==> config.mk <==
export PLATFORM = sky130hd
export DESIGN_NAME = oism_top
export DESIGN_NICKNAME = d
export VERILOG_FILES = /design/src/oism_pkg.sv /design/src/oism_sticky.sv /design/src/oism_hier.sv /design/src/oism_top.sv
export SDC_FILE = /design/constraint.sdc
export NUM_CORES = 2
export LEC_CHECK = 0
export ABC_AREA = 1
export BUFFER_PORTS_ARGS = -buffer_cell sky130_fd_sc_hd__buf_4
export CORE_MARGIN = 2
export CORE_UTILIZATION = 55
export CTS_CLUSTER_DIAMETER = 50
export DETAILED_ROUTE_END_ITERATION = 12
export PLACE_DENSITY = 0.73
export SYNTH_ARGS = -nofsm -noshare
export SYNTH_HDL_FRONTEND = slang
export SYNTH_SLANG_ARGS = --single-unit
==> constraint.sdc <==
create_clock -name clk -period 19.4 [get_ports clk]
set_input_delay 1.94 -clock clk [delete_from_list [all_inputs] [get_ports clk]]
set_output_delay 1.94 -clock clk [all_outputs]
set_load 0.03 [all_outputs]
==> src/oism_pkg.sv <==
/*
 Constants, register map and types for the outbound interrupt source map.
 Assumes one clock, software access over a plain strobe port with byte addresses.
*/
package oism_pkg;
   // What this block does
   // Source 1 is the OR of every active and enabled flag of the 6G serdes hierarchy.
   // Source 2 is the OR of every active and enabled flag of the 10G serdes hierarchy.
   // The two external inputs drive sources 3 and 4, and source 5 stays low.
   // Peripheral requests sit on fixed sources 6 to 39, from card wake up to the DDR controller.
   // Sources 18 and 19 carry the mailbox soft interrupts and 40 to 49 the ten shared soft bits.
   // There are exactly two destinations, each driving its own external output pin.
   // Every source, event and indication inside the controller is active high.
   // Source polarity inversion is done before the controller sees the request.
   // Destination polarity inversion is done after the controller output, before the pin.
   // A flag is set while its source is high in level mode, or on any, falling or rising change.
   // Writing one clears a flag, and a still active level or a new event sets it again at once.
   // With bypass set the raw source is used and flag and trigger are ignored.
   // An enabled flagged source reaches a destination only when its mask bit is set.
   // Each destination is the registered OR of value, enable and mask over all sources.
   // Unassigned sources read as zero and never reach a destination.

   // ----------------------------------------
   // Widths
   // ----------------------------------------
   localparam int NSRC = 50;
   localparam int HIER_N = 8;
   localparam int ADDR_W = 8;
   localparam int DATA_W = 32;
   localparam int HI_W = NSRC - DATA_W;

   // ----------------------------------------
   // Source positions
   // ----------------------------------------
   localparam int SRC_S6 = 1;
   localparam int SRC_S10 = 2;
   localparam int SRC_EXT0 = 3;
   localparam int SRC_EXT1 = 4;
   localparam int SRC_RSVD = 5;
   localparam int SRC_WDOG = 8;
   localparam int SRC_MBOX0 = 18;
   localparam int SRC_DDR = 39;
   localparam int SRC_SOFT_LO = 40;
   localparam logic [NSRC-1:0] SRC_USED = 50'h3_ffef_ffff_ffdf;

   // ----------------------------------------
   // Trigger codes
   // ----------------------------------------
   localparam logic [1:0] TRIG_LEVEL = 2'h0;
   localparam logic [1:0] TRIG_ANY = 2'h1;
   localparam logic [1:0] TRIG_FALL = 2'h2;

   // ----------------------------------------
   // Register map
   // ----------------------------------------
   localparam logic [ADDR_W-1:0] PAIR_MASK = 8'hf8;
   localparam logic [ADDR_W-1:0] WORD_MASK = 8'hfc;
   localparam int HI_BIT = 2;
   localparam logic [ADDR_W-1:0] OFF_RAW = 8'h00;
   localparam logic [ADDR_W-1:0] OFF_BYP = 8'h08;
   localparam logic [ADDR_W-1:0] OFF_TRIG0 = 8'h10;
   localparam logic [ADDR_W-1:0] OFF_TRIG1 = 8'h18;
   localparam logic [ADDR_W-1:0] OFF_FORCE = 8'h20;
   localparam logic [ADDR_W-1:0] OFF_STICKY = 8'h28;
   localparam logic [ADDR_W-1:0] OFF_ENA = 8'h30;
   localparam logic [ADDR_W-1:0] OFF_IDENT = 8'h38;
   localparam logic [ADDR_W-1:0] OFF_MAP0 = 8'h40;
   localparam logic [ADDR_W-1:0] OFF_MAP1 = 8'h48;
   localparam logic [ADDR_W-1:0] OFF_DID0 = 8'h50;
   localparam logic [ADDR_W-1:0] OFF_DID1 = 8'h58;
   localparam logic [ADDR_W-1:0] HREG_MASK = 8'hc0;
   localparam logic [ADDR_W-1:0] HREG_BASE = 8'h80;
   localparam logic [ADDR_W-1:0] HFIELD_MASK = 8'h1c;
   localparam int HIDX_BIT = 5;
   localparam logic [ADDR_W-1:0] HOFF_POL = 8'h00;
   localparam logic [ADDR_W-1:0] HOFF_RAW = 8'h04;
   localparam logic [ADDR_W-1:0] HOFF_BYP = 8'h08;
   localparam logic [ADDR_W-1:0] HOFF_TRIG0 = 8'h0c;
   localparam logic [ADDR_W-1:0] HOFF_TRIG1 = 8'h10;
   localparam logic [ADDR_W-1:0] HOFF_STICKY = 8'h14;
   localparam logic [ADDR_W-1:0] HOFF_ENA = 8'h18;
   localparam logic [ADDR_W-1:0] HOFF_IDENT = 8'h1c;
   localparam logic [ADDR_W-1:0] OFF_EXT = 8'hc0;
   localparam int EXT_SRC_POL_LSB = 0;
   localparam int EXT_DST_POL_LSB = 2;
   localparam int EXT_DRV_LSB = 4;

   // ----------------------------------------
   // Types and reset values
   // ----------------------------------------
   typedef struct packed {
      logic [HIER_N-1:0] pol;
      logic [HIER_N-1:0] byp;
      logic [HIER_N-1:0] trig0;
      logic [HIER_N-1:0] trig1;
      logic [HIER_N-1:0] ena;
   } oism_hcfg_t;
   localparam oism_hcfg_t RST_HCFG = '{pol: 8'hff, default: '0};
   localparam logic [1:0] RST_EXT_POL = 2'h3;
endpackage

==> src/oism_sticky.sv <==
/*
 Per-bit sticky flag with level or edge trigger and raw bypass.
 Assumes raw inputs are active high and synchronous to clk.
*/
`timescale 1ns/1ps
module oism_sticky #(
   parameter int W = 8
) (
   // Clock and reset
   input wire logic clk,
   input wire logic sys_rst,
   // Source and configuration
   input wire logic [W-1:0] raw,
   input wire logic [W-1:0] trig0,
   input wire logic [W-1:0] trig1,
   input wire logic [W-1:0] bypass,
   input wire logic [W-1:0] clear,
   input wire logic [W-1:0] force_set,
   // Results
   output logic [W-1:0] flag,
   output logic [W-1:0] hit,
   output logic [W-1:0] value
);
   import oism_pkg::*;

   typedef struct packed {
      logic [W-1:0] prev;
      logic [W-1:0] flag;
   } oism_stk_t;

   oism_stk_t st_q;
   oism_stk_t st_d;
   logic [W-1:0] set_v;

   for (genvar i = 0; i < W; i++)
   begin : g_bit
      logic [1:0] code;
      assign code = {trig1[i], trig0[i]};
      assign set_v[i] = (code == TRIG_LEVEL) ? raw[i] :
                        (code == TRIG_ANY) ? (raw[i] ^ st_q.prev[i]) :
                        (code == TRIG_FALL) ? (~raw[i] & st_q.prev[i]) :
                        (raw[i] & ~st_q.prev[i]);
   end

   always_comb
   begin
      st_d = st_q;
      st_d.prev = raw;
      // Set beats clear so an event in the clearing cycle survives
      st_d.flag = (st_q.flag & ~clear) | set_v | force_set;
   end

   always_ff @(posedge clk or posedge sys_rst)
   begin
      if (sys_rst)
      begin
         st_q <= '0;
      end
      else
      begin
         st_q <= st_d;
      end
   end

   assign flag = st_q.flag;
   assign hit = set_v | force_set;
   assign value = (bypass & raw) | (~bypass & st_q.flag);
endmodule

==> src/oism_hier.sv <==
/*
 One serdes interrupt hierarchy folded into a single source request.
 Assumes the configuration is held by the register file of the parent.
*/
`timescale 1ns/1ps
module oism_hier (
   // Clock and reset
   input wire logic clk,
   input wire logic sys_rst,
   // Module requests and configuration
   input wire logic [oism_pkg::HIER_N-1:0] mod_irq,
   input wire oism_pkg::oism_hcfg_t cfg,
   input wire logic [oism_pkg::HIER_N-1:0] clear,
   // Status
   output logic [oism_pkg::HIER_N-1:0] raw,
   output logic [oism_pkg::HIER_N-1:0] flag,
   output logic [oism_pkg::HIER_N-1:0] ident,
   output logic aggregate
);
   import oism_pkg::*;

   logic [HIER_N-1:0] value;

   // Polarity one means active high
   assign raw = ~(mod_irq ^ cfg.pol);

   oism_sticky #(
      .W(HIER_N)
   ) u_stk (
      .clk(clk),
      .sys_rst(sys_rst),
      .raw(raw),
      .trig0(cfg.trig0),
      .trig1(cfg.trig1),
      .bypass(cfg.byp),
      .clear(clear),
      .force_set('0),
      .flag(flag),
      .hit(),
      .value(value)
   );

   assign ident = value & cfg.ena;
   assign aggregate = |ident;
endmodule

==> src/oism_top.sv <==
/*
 Outbound interrupt source map: source vector, sticky logic, destination masks,
 external pins and register file.
 Assumes all inputs synchronous to clk and a master that never waits.
*/
`timescale 1ns/1ps
module oism_top (
   // Clock and reset
   input wire logic clk,
   input wire logic sys_rst,
   // Register port
   input wire logic [oism_pkg::ADDR_W-1:0] reg_addr,
   input wire logic [oism_pkg::DATA_W-1:0] reg_wdata,
   input wire logic reg_wr,
   input wire logic reg_rd,
   output logic [oism_pkg::DATA_W-1:0] reg_rdata,
   // Aggregated and hierarchy sources
   input wire logic port_module_irq,
   input wire logic [oism_pkg::HIER_N-1:0] serdes6_irq,
   input wire logic [oism_pkg::HIER_N-1:0] serdes10_irq,
   // External source pins
   input wire logic ext_source_zero,
   input wire logic ext_source_one,
   // Peripheral sources
   input wire logic card_wake_irq,
   input wire logic card_host_irq,
   input wire logic watchdog_irq,
   input wire logic timer_zero_irq,
   input wire logic timer_one_irq,
   input wire logic timer_two_irq,
   input wire logic uart_zero_irq,
   input wire logic uart_one_irq,
   input wire logic twi_zero_irq,
   input wire logic twi_one_irq,
   input wire logic serial_flash_master_irq,
   input wire logic sub_processor_lock_irq,
   input wire logic mailbox_soft_irq_zero,
   input wire logic mailbox_soft_irq_one,
   input wire logic serial_pin_irq_zero,
   input wire logic serial_pin_irq_one,
   input wire logic serial_pin_irq_two,
   input wire logic gpio_irq,
   input wire logic mgmt_ctrl_irq_zero,
   input wire logic mgmt_ctrl_irq_one,
   input wire logic mgmt_ctrl_irq_two,
   input wire logic mgmt_ctrl_irq_three,
   input wire logic frame_dma_irq,
   input wire logic analyzer_irq,
   input wire logic timestamp_ready_irq,
   input wire logic time_sync_irq,
   input wire logic mem_integrity_irq,
   input wire logic extraction_ready_irq,
   input wire logic injection_ready_irq,
   input wire logic pcie_irq,
   input wire logic egress_acl_irq,
   input wire logic rewriter_irq,
   input wire logic ddr_irq,
   input wire logic [9:0] shared_soft_irq,
   // Destination pins
   output logic ext_dest_zero,
   output logic ext_dest_zero_oe,
   output logic ext_dest_one,
   output logic ext_dest_one_oe,
   // Local interrupt
   output logic cpu_irq
);
   import oism_pkg::*;

   // ----------------------------------------
   // State
   // ----------------------------------------
   typedef struct packed {
      logic [NSRC-1:0] byp;
      logic [NSRC-1:0] trig0;
      logic [NSRC-1:0] trig1;
      logic [NSRC-1:0] ena;
      logic [NSRC-1:0] map0;
      logic [NSRC-1:0] map1;
      oism_hcfg_t [1:0] hcfg;
      logic [1:0] src_pol;
      logic [1:0] dst_pol;
      logic [1:0] drv;
      logic [1:0] dst;
      logic [1:0] pin;
      logic [1:0] oe;
      logic irq;
      logic [DATA_W-1:0] rdata;
   } oism_state_t;

   oism_state_t st_q;
   oism_state_t st_d;

   logic [NSRC-1:0] src_v;
   logic [NSRC-1:0] m_flag;
   logic [NSRC-1:0] m_hit;
   logic [NSRC-1:0] m_value;
   logic [NSRC-1:0] m_ident;
   logic [NSRC-1:0] did0;
   logic [NSRC-1:0] did1;
   logic [NSRC-1:0] clr_v;
   logic [NSRC-1:0] frc_v;
   logic [1:0] ext_req;
   logic [1:0][HIER_N-1:0] h_mod;
   logic [1:0][HIER_N-1:0] h_clr;
   logic [1:0][HIER_N-1:0] h_raw;
   logic [1:0][HIER_N-1:0] h_flag;
   logic [1:0][HIER_N-1:0] h_ident;
   logic [1:0] h_agg;
   logic [ADDR_W-1:0] pa;
   logic [ADDR_W-1:0] wa;
   logic [ADDR_W-1:0] fa;
   logic hi;
   logic hidx;
   logic hreg;

   // ----------------------------------------
   // Word helpers for the 50-bit vectors
   // ----------------------------------------
   function automatic logic [NSRC-1:0] wr50(input logic [NSRC-1:0] v, input logic h,
                                            input logic [DATA_W-1:0] w);
      logic [NSRC-1:0] r;
      r = v;
      if (h)
      begin
         r[NSRC-1:DATA_W] = w[HI_W-1:0];
      end
      else
      begin
         r[DATA_W-1:0] = w;
      end
      return r;
   endfunction

   function automatic logic [DATA_W-1:0] rd50(input logic [NSRC-1:0] v, input logic h);
      return h ? {{(DATA_W-HI_W){1'h0}}, v[NSRC-1:DATA_W]} : v[DATA_W-1:0];
   endfunction

   // ----------------------------------------
   // Source vector
   // ----------------------------------------
   // Pins are corrected here so the core only sees active high
   assign ext_req = ~({ext_source_one, ext_source_zero} ^ st_q.src_pol);
   assign h_mod[0] = serdes6_irq;
   assign h_mod[1] = serdes10_irq;

   for (genvar h = 0; h < 2; h++)
   begin : g_hier
      oism_hier u_hier (
         .clk(clk),
         .sys_rst(sys_rst),
         .mod_irq(h_mod[h]),
         .cfg(st_q.hcfg[h]),
         .clear(h_clr[h]),
         .raw(h_raw[h]),
         .flag(h_flag[h]),
         .ident(h_ident[h]),
         .aggregate(h_agg[h])
      );
   end

   // All positions active high from here on
   assign src_v = {shared_soft_irq,
                   ddr_irq, rewriter_irq, egress_acl_irq, 1'h0, pcie_irq,
                   injection_ready_irq, extraction_ready_irq, mem_integrity_irq, time_sync_irq,
                   timestamp_ready_irq, analyzer_irq, frame_dma_irq,
                   mgmt_ctrl_irq_three, mgmt_ctrl_irq_two, mgmt_ctrl_irq_one, mgmt_ctrl_irq_zero,
                   gpio_irq, serial_pin_irq_two, serial_pin_irq_one, serial_pin_irq_zero,
                   mailbox_soft_irq_one, mailbox_soft_irq_zero,
                   sub_processor_lock_irq, serial_flash_master_irq, twi_one_irq, twi_zero_irq,
                   uart_one_irq, uart_zero_irq, timer_two_irq, timer_one_irq, timer_zero_irq,
                   watchdog_irq, card_host_irq, card_wake_irq,
                   1'h0, ext_req,
                   h_agg, port_module_irq};

   oism_sticky #(
      .W(NSRC)
   ) u_src (
      .clk(clk),
      .sys_rst(sys_rst),
      .raw(src_v),
      .trig0(st_q.trig0),
      .trig1(st_q.trig1),
      .bypass(st_q.byp),
      .clear(clr_v),
      .force_set(frc_v),
      .flag(m_flag),
      .hit(m_hit),
      .value(m_value)
   );

   // ----------------------------------------
   // Destination masks
   // ----------------------------------------
   assign m_ident = m_value & st_q.ena & SRC_USED;
   assign did0 = m_ident & st_q.map0;
   assign did1 = m_ident & st_q.map1;

   // ----------------------------------------
   // Register file and next state
   // ----------------------------------------
   assign pa = reg_addr & PAIR_MASK;
   assign wa = reg_addr & WORD_MASK;
   assign fa = reg_addr & HFIELD_MASK;
   assign hi = reg_addr[HI_BIT];
   assign hidx = reg_addr[HIDX_BIT];
   assign hreg = (reg_addr & HREG_MASK) == HREG_BASE;

   always_comb
   begin
      st_d = st_q;
      st_d.rdata = '0;
      clr_v = '0;
      frc_v = '0;
      h_clr = '0;
      if (reg_wr)
      begin
         if (hreg)
         begin
            case (fa)
               HOFF_POL: st_d.hcfg[hidx].pol = reg_wdata[HIER_N-1:0];
               HOFF_BYP: st_d.hcfg[hidx].byp = reg_wdata[HIER_N-1:0];
               HOFF_TRIG0: st_d.hcfg[hidx].trig0 = reg_wdata[HIER_N-1:0];
               HOFF_TRIG1: st_d.hcfg[hidx].trig1 = reg_wdata[HIER_N-1:0];
               HOFF_STICKY: h_clr[hidx] = reg_wdata[HIER_N-1:0];
               HOFF_ENA: st_d.hcfg[hidx].ena = reg_wdata[HIER_N-1:0];
               default: ;
            endcase
         end
         else if (wa == OFF_EXT)
         begin
            st_d.src_pol = reg_wdata[EXT_SRC_POL_LSB +: 2];
            st_d.dst_pol = reg_wdata[EXT_DST_POL_LSB +: 2];
            st_d.drv = reg_wdata[EXT_DRV_LSB +: 2];
         end
         else
         begin
            case (pa)
               OFF_BYP: st_d.byp = wr50(st_q.byp, hi, reg_wdata);
               OFF_TRIG0: st_d.trig0 = wr50(st_q.trig0, hi, reg_wdata);
               OFF_TRIG1: st_d.trig1 = wr50(st_q.trig1, hi, reg_wdata);
               // Forcing an empty position would leave a set flag in the sticky read back
               OFF_FORCE: frc_v = wr50('0, hi, reg_wdata) & SRC_USED;
               OFF_STICKY: clr_v = wr50('0, hi, reg_wdata);
               OFF_ENA: st_d.ena = wr50(st_q.ena, hi, reg_wdata);
               OFF_MAP0: st_d.map0 = wr50(st_q.map0, hi, reg_wdata);
               OFF_MAP1: st_d.map1 = wr50(st_q.map1, hi, reg_wdata);
               default: ;
            endcase
         end
      end
      if (reg_rd)
      begin
         if (hreg)
         begin
            case (fa)
               HOFF_POL: st_d.rdata[HIER_N-1:0] = st_q.hcfg[hidx].pol;
               HOFF_RAW: st_d.rdata[HIER_N-1:0] = h_raw[hidx];
               HOFF_BYP: st_d.rdata[HIER_N-1:0] = st_q.hcfg[hidx].byp;
               HOFF_TRIG0: st_d.rdata[HIER_N-1:0] = st_q.hcfg[hidx].trig0;
               HOFF_TRIG1: st_d.rdata[HIER_N-1:0] = st_q.hcfg[hidx].trig1;
               HOFF_STICKY: st_d.rdata[HIER_N-1:0] = h_flag[hidx];
               HOFF_ENA: st_d.rdata[HIER_N-1:0] = st_q.hcfg[hidx].ena;
               HOFF_IDENT: st_d.rdata[HIER_N-1:0] = h_ident[hidx];
               default: ;
            endcase
         end
         else if (wa == OFF_EXT)
         begin
            st_d.rdata[EXT_SRC_POL_LSB +: 2] = st_q.src_pol;
            st_d.rdata[EXT_DST_POL_LSB +: 2] = st_q.dst_pol;
            st_d.rdata[EXT_DRV_LSB +: 2] = st_q.drv;
         end
         else
         begin
            case (pa)
               OFF_RAW: st_d.rdata = rd50(src_v, hi);
               OFF_BYP: st_d.rdata = rd50(st_q.byp, hi);
               OFF_TRIG0: st_d.rdata = rd50(st_q.trig0, hi);
               OFF_TRIG1: st_d.rdata = rd50(st_q.trig1, hi);
               OFF_STICKY: st_d.rdata = rd50(m_flag, hi);
               OFF_ENA: st_d.rdata = rd50(st_q.ena, hi);
               OFF_IDENT: st_d.rdata = rd50(m_ident, hi);
               OFF_MAP0: st_d.rdata = rd50(st_q.map0, hi);
               OFF_MAP1: st_d.rdata = rd50(st_q.map1, hi);
               OFF_DID0: st_d.rdata = rd50(did0, hi);
               OFF_DID1: st_d.rdata = rd50(did1, hi);
               default: ;
            endcase
         end
      end
      st_d.dst = {|did1, |did0};
      // Polarity one means active high on the pin
      st_d.pin = ~(st_d.dst ^ st_d.dst_pol);
      // Open drain only drives while the destination is active
      st_d.oe = ~st_d.drv | st_d.dst;
      st_d.irq = |m_ident;
   end

   always_ff @(posedge clk or posedge sys_rst)
   begin
      if (sys_rst)
      begin
         st_q <= '0;
         st_q.hcfg <= {2{RST_HCFG}};
         st_q.src_pol <= RST_EXT_POL;
         st_q.dst_pol <= RST_EXT_POL;
         st_q.oe <= 2'h3;
      end
      else
      begin
         st_q <= st_d;
      end
   end

   assign reg_rdata = st_q.rdata;
   assign ext_dest_zero = st_q.pin[0];
   assign ext_dest_zero_oe = st_q.oe[0];
   assign ext_dest_one = st_q.pin[1];
   assign ext_dest_one_oe = st_q.oe[1];
   assign cpu_irq = st_q.irq;

   // ----------------------------------------
   // Checks
   // ----------------------------------------
   logic [NSRC-1:0] lvl_set;
   logic [NSRC-1:0] rise_set;
   logic [NSRC-1:0] clr_only;
   logic [NSRC-1:0] src_p;

   always_ff @(posedge clk or posedge sys_rst)
   begin
      if (sys_rst)
      begin
         src_p <= '0;
      end
      else
      begin
         src_p <= src_v;
      end
   end

   assign lvl_set = src_v & ~st_q.trig0 & ~st_q.trig1;
   assign rise_set = src_v & ~src_p & st_q.trig0 & st_q.trig1;
   assign clr_only = clr_v & ~m_hit;
endmodule

### Word-level counts from Yosys, hierarchy flattened

Cells that the tools add are included.

* bits in registers: 553
* output and inout port bits: 37
* logic and storage cells: 885

* muxes and demuxes: 252
* equal/unequal tests: 148
* reduce and logical (&&, ||, !) cells: 87
* bitwise logic cells: 361
* $lt $le $gt $ge: 2

Operator list (number)
* 2-to-1 mux 32 bit: 14
* bitwise mux 80 bit: 5
* 2-to-1 mux 50 bit: 8
* case mux 80 bit (5 select lines): 1
* case mux 32 bit (11 select lines): 1
* AND 50 bit: 6
* demux 40 bit (select 1 bit): 5
* 2-to-1 mux 1 bit: 192
* OR 50 bit: 3
* NOT 1 bit: 131
* == test 2 bit, second input constant: 65
* AND 1 bit: 128
* == test 2 x 1 -> 1 bit, second input constant: 64
* logical NOT 2 bit: 64
* 2-to-1 mux 40 bit: 3
* NOT 50 bit: 2
* OR reduction 50 bit: 2
* 2-to-1 mux 8 bit: 9
* AND 8 bit: 8
* 2-to-1 mux 16 bit: 4
* case mux 8 bit (8 select lines): 1
* bitwise XOR 1 bit: 64
* AND reduction 5 bit: 12
* 2-to-1 mux 24 bit: 2
* 28 further kinds: 56

### Longest topological paths before layout

* word-level depth: 15
* depth in mapped cells: 13
* depth with buffers taken out: 13

### Cells and area by module

A second synthesis with hierarchy kept.

* cell total of the unflattened synthesis: 5241
* area total of the unflattened synthesis: 36211.0 um2

By module, submodules not included
* oism_top: area each 24220.7 um2, times used 1, cells each 3590, seq. area each 10612.7 um2
* oism_sticky at u_src: area each 8829.7 um2, times used 1, cells each 1201, seq. area each 2502.4 um2
* oism_sticky at g_hier[0].u_hier.u_stk ...: area each 1420.1 um2, times used 2, cells each 193, seq. area each 400.4 um2
* oism_hier: area each 160.2 um2, times used 2, cells each 32, seq. area each 0.0 um2

### Least setup slack after synthesis

OpenSTA, ideal clock, no wires.

* kind: input to register
* start point: input port reg_addr[2] in the netlist's numbering
* end point: register st_q, in the netlist reg_rdata[16]
* buffers on the path: 4
* slack: 15.945 ns
* arrival: 3.319 ns
* data required time: 19.264 ns
* setup time: 0.136 ns
* cell stages on the path: 7
* cells stage by stage: buf_2 -> clkbuf_1 -> clkbuf_1 -> clkbuf_1 -> a21oi_1 -> a211oi_1 -> a21oi_1

RTL lines
* start, declared: RTL line oism_top.sv:12 `input wire logic [oism_pkg::ADDR_W-1:0] reg_addr,`
* end signal, assigned: RTL line oism_top.sv:311 `st_q <= st_d;`
* end, declared: RTL line oism_top.sv:90 `oism_state_t st_q;`

==> results_dict.tcl <==
set metrics [dict create \
    synth_flop_cell "dfrtp_1" \
    max_cap_violations 0 \
    cts_tree "done" \
    dr_wl_met2_um 45220 \
    cts_resized 0 \
    io_pins 143 \
    drt_first_pass_iters 8 \
    crit_path_max_fanout 76 \
    holdBufCountCts 0 \
    cts_max_level 3 \
    drv_slew 0 \
    tns_ns 0 \
    wl_met1_um 41030 \
    dieWidth_um 242.0 \
    drive_above_1_share 0.08375 \
    ys_seq_area_frac 0.4452 \
    drc 0 \
    holdPathStages 2 \
    final_cell_mix "nand2_1 (1189), o21ai_0 (612), dfrtp_1 (531), inv_1 (425), nor2_1 (216)" \
    grt_pass1_wl_um 156700 \
    path_class "input pin to flop" \
    critPathArrivalTime_ns 5.51 \
    synthCells 4116 \
    dp_hpwl_um 63870 \
    synthArstFlopShare 1.000 \
    detail_route.vias_per_cell 5.915 \
    synth_edf_count 0 \
    clk_path_buf_depth 3 \
    leakagePower_uw 0.01664 \
    start_util 0.5545 \
    diodes 0 \
    critPathMaxStageDelay_ns 0.76 \
    crit_chain "buf_4 > nand2_1 > nor2_1 > nand2_1 > a31oi_1 > nand2_1 > a21oi_1" \
    finalHoldViolations 0 \
    period_needed_ns 5.031 \
    post_cts_buffers 0 \
    ir_worst_vdd_mv 0.06590 \
    layout_commonest_cell "nand2_1" \
    wl_per_cell_um 20.23 \
    top_layer_used "met5" \
    rr_worst_depth 9 \
    ys_ff_latch 553 \
    clk_pin_slew_ns 0.06 \
    power_density_nw_per_um2 93.06 \
    cts_buffers 71 \
    hold_class "flop to flop" \
    cts_num_sinks 553 \
    maxSlewHeadroom 0.2152 \
    fin_skew_ns 0.02145 \
    dieArea_um2 58550 \
    clockRootBuffer "clkbuf_16" \
    io_buffers 140 \
    crit_path_frequent_cell "nand2_1" \
    fin_nets 4392 \
    setup_viol 0 \
    crit_slowest_cell "a31oi_1" \
    rows 87 \
    netlist_area_um2 31140 \
    status "finished clean" \
    drt_iter0_markers 3170 \
    synth_nets 4350 \
    routabilityCongestion 0.9344 \
    ys_types 45 \
    grtUsageTotal 0.3424 \
    grt-ovfl-total 0 \
    fmax_ghz 0.1988 \
    wl_met3_um 8671 \
    p_total_uw 3257 \
    finalWirelength_um 100500 \
    area.growth.synth_to_final_pct 12.37 \
    antenna_found_initial 1 \
    crit_required_ns 19.88 \
    tightest_slew_ns 1.173 \
    endpoint_kind "flop" \
    vias 29400 \
    rsz0062_at_grt "no" \
    die_h_um 242.0 \
    grt_pass1_vias 27720 \
    yosysWarnings 0 \
    coreArea_um2 56170 \
    fin_crit_sh 0.2594 \
    critPathLaunchType "input pin" \
    ant_nets 0 \
    grt_max_degree 184 \
    insertion_delay_ns 0.63 \
    syn_area_per_cell_um2 7.567 \
]
## layer usage
metal  vias to the layer above  track usage
met5                         -            0
met4                         2       0.1797
met3                       322      0.05727
met2                      1424       0.5354
met1                     13860       0.4603
li1                      13800            -
## layout make-up
class | count | area, um^2
clock inverter | 34 | 410.4
multi-input combinational | 2917 | 14730
inverter | 436 | 1647
timing repair buffer | 179 | 1360
tap | 756 | 945.9
sequential | 553 | 13870
fill | 5092 | 21170
clock buffer | 96 | 2036
## Yosys cell counts (3+ instances only)
cell type,n,share of area
nand2_1,1190,0.14
o21ai_0,612,0.098
dfrtp_1,531,0.43
inv_1,426,0.051
nor2_1,224,0.027
nand3_1,191,0.031
a21oi_1,171,0.027
clkbuf_1,129,0.016
ha_1,128,0.051
o2111ai_1,58,0.016
nand4_1,57,0.011
a22oi_1,47,0.011
o22ai_1,42,0.0084
buf_2,35,0.0056
o211ai_1,34,0.0082
nor3_1,33,0.0053
buf_4,32,0.0077
o31ai_1,24,0.0058
dfstp_2,22,0.019
buf_1,14,0.0017
a211oi_1,12,0.0029
o21bai_1,12,0.0029
a22o_1,11,0.0031
a31oi_1,11,0.0022
a221oi_1,6,0.0017
inv_2,6,0.00072
nand2_2,6,0.0012
o21ai_1,6,0.00096
o221ai_1,6,0.0017
a2bb2oi_1,5,0.0014
nor2_2,5,0.0010
clkinv_1,4,0.00048
or2_2,4,0.00080
nor3_4,3,0.0016
nor4_1,3,0.00060
## report_power, final
part / internal, uW / leakage [uW] / switching (uW)
Combinational: 165 / 0.00862 / 324
Clock: 837 / 0.00119 / 546
Sequential: 1280 / 0.00682 / 107
Total: 2280 / 0.0166 / 977
## critical path: cells and delay by family
family	cells	cell delay [ns]
AOI/OAI and AO/OA	2	1.34
buffers and inverters	1	0.63
and+or+nand+nor	4	1.57
## kinds of logic after synthesis
logic type,count (synthesis),synth area share
compound gates,1064,0.1949
flops,553,0.4452
fa+ha+maj,128,0.05142
mux,2,0.0006428
buf+inv,646,0.08312
simple gates,1723,0.2247
## worst paths after layout
kind | start | end | slack (ns)
worst max-delay path | reg_addr[5] | reg_rdata[30] | 14.37
worst min-delay path | st_q[229] | st_q[229] | 0.49
worst max register to register | st_q[43] | cpu_irq | 16.79
worst min register to register | st_q[229] | st_q[229] | 0.49
max in group asynchronous | sys_rst | u_src.flag[29] | 16.40
min in group asynchronous | sys_rst | st_q[364] | 1.44
## per-stage QoR
| step | hold WS, ns | instance area [um^2] | std cells | setup WS (ns) | utilization |
|---|---|---|---|---|---|
| after floorplan | 0.4529 | 31140 | 4116 | 2.034 | - |
| after detailed placement | 0.4738 | 32550 | 4841 | 13.93 | 0.5795 |
| after CTS | 0.4885 | 35000 | 4971 | 14.57 | 0.6231 |
| after global routing | 0.5063 | 35000 | 4971 | 14.34 | 0.6231 |
| final | 0.4891 | 35000 | 4971 | 14.37 | 0.6231 |
| after global placement | 0.4665 | 32550 | 4841 | 13.92 | 0.5795 |
No activity file was read; power rests on OpenSTA's default activity.
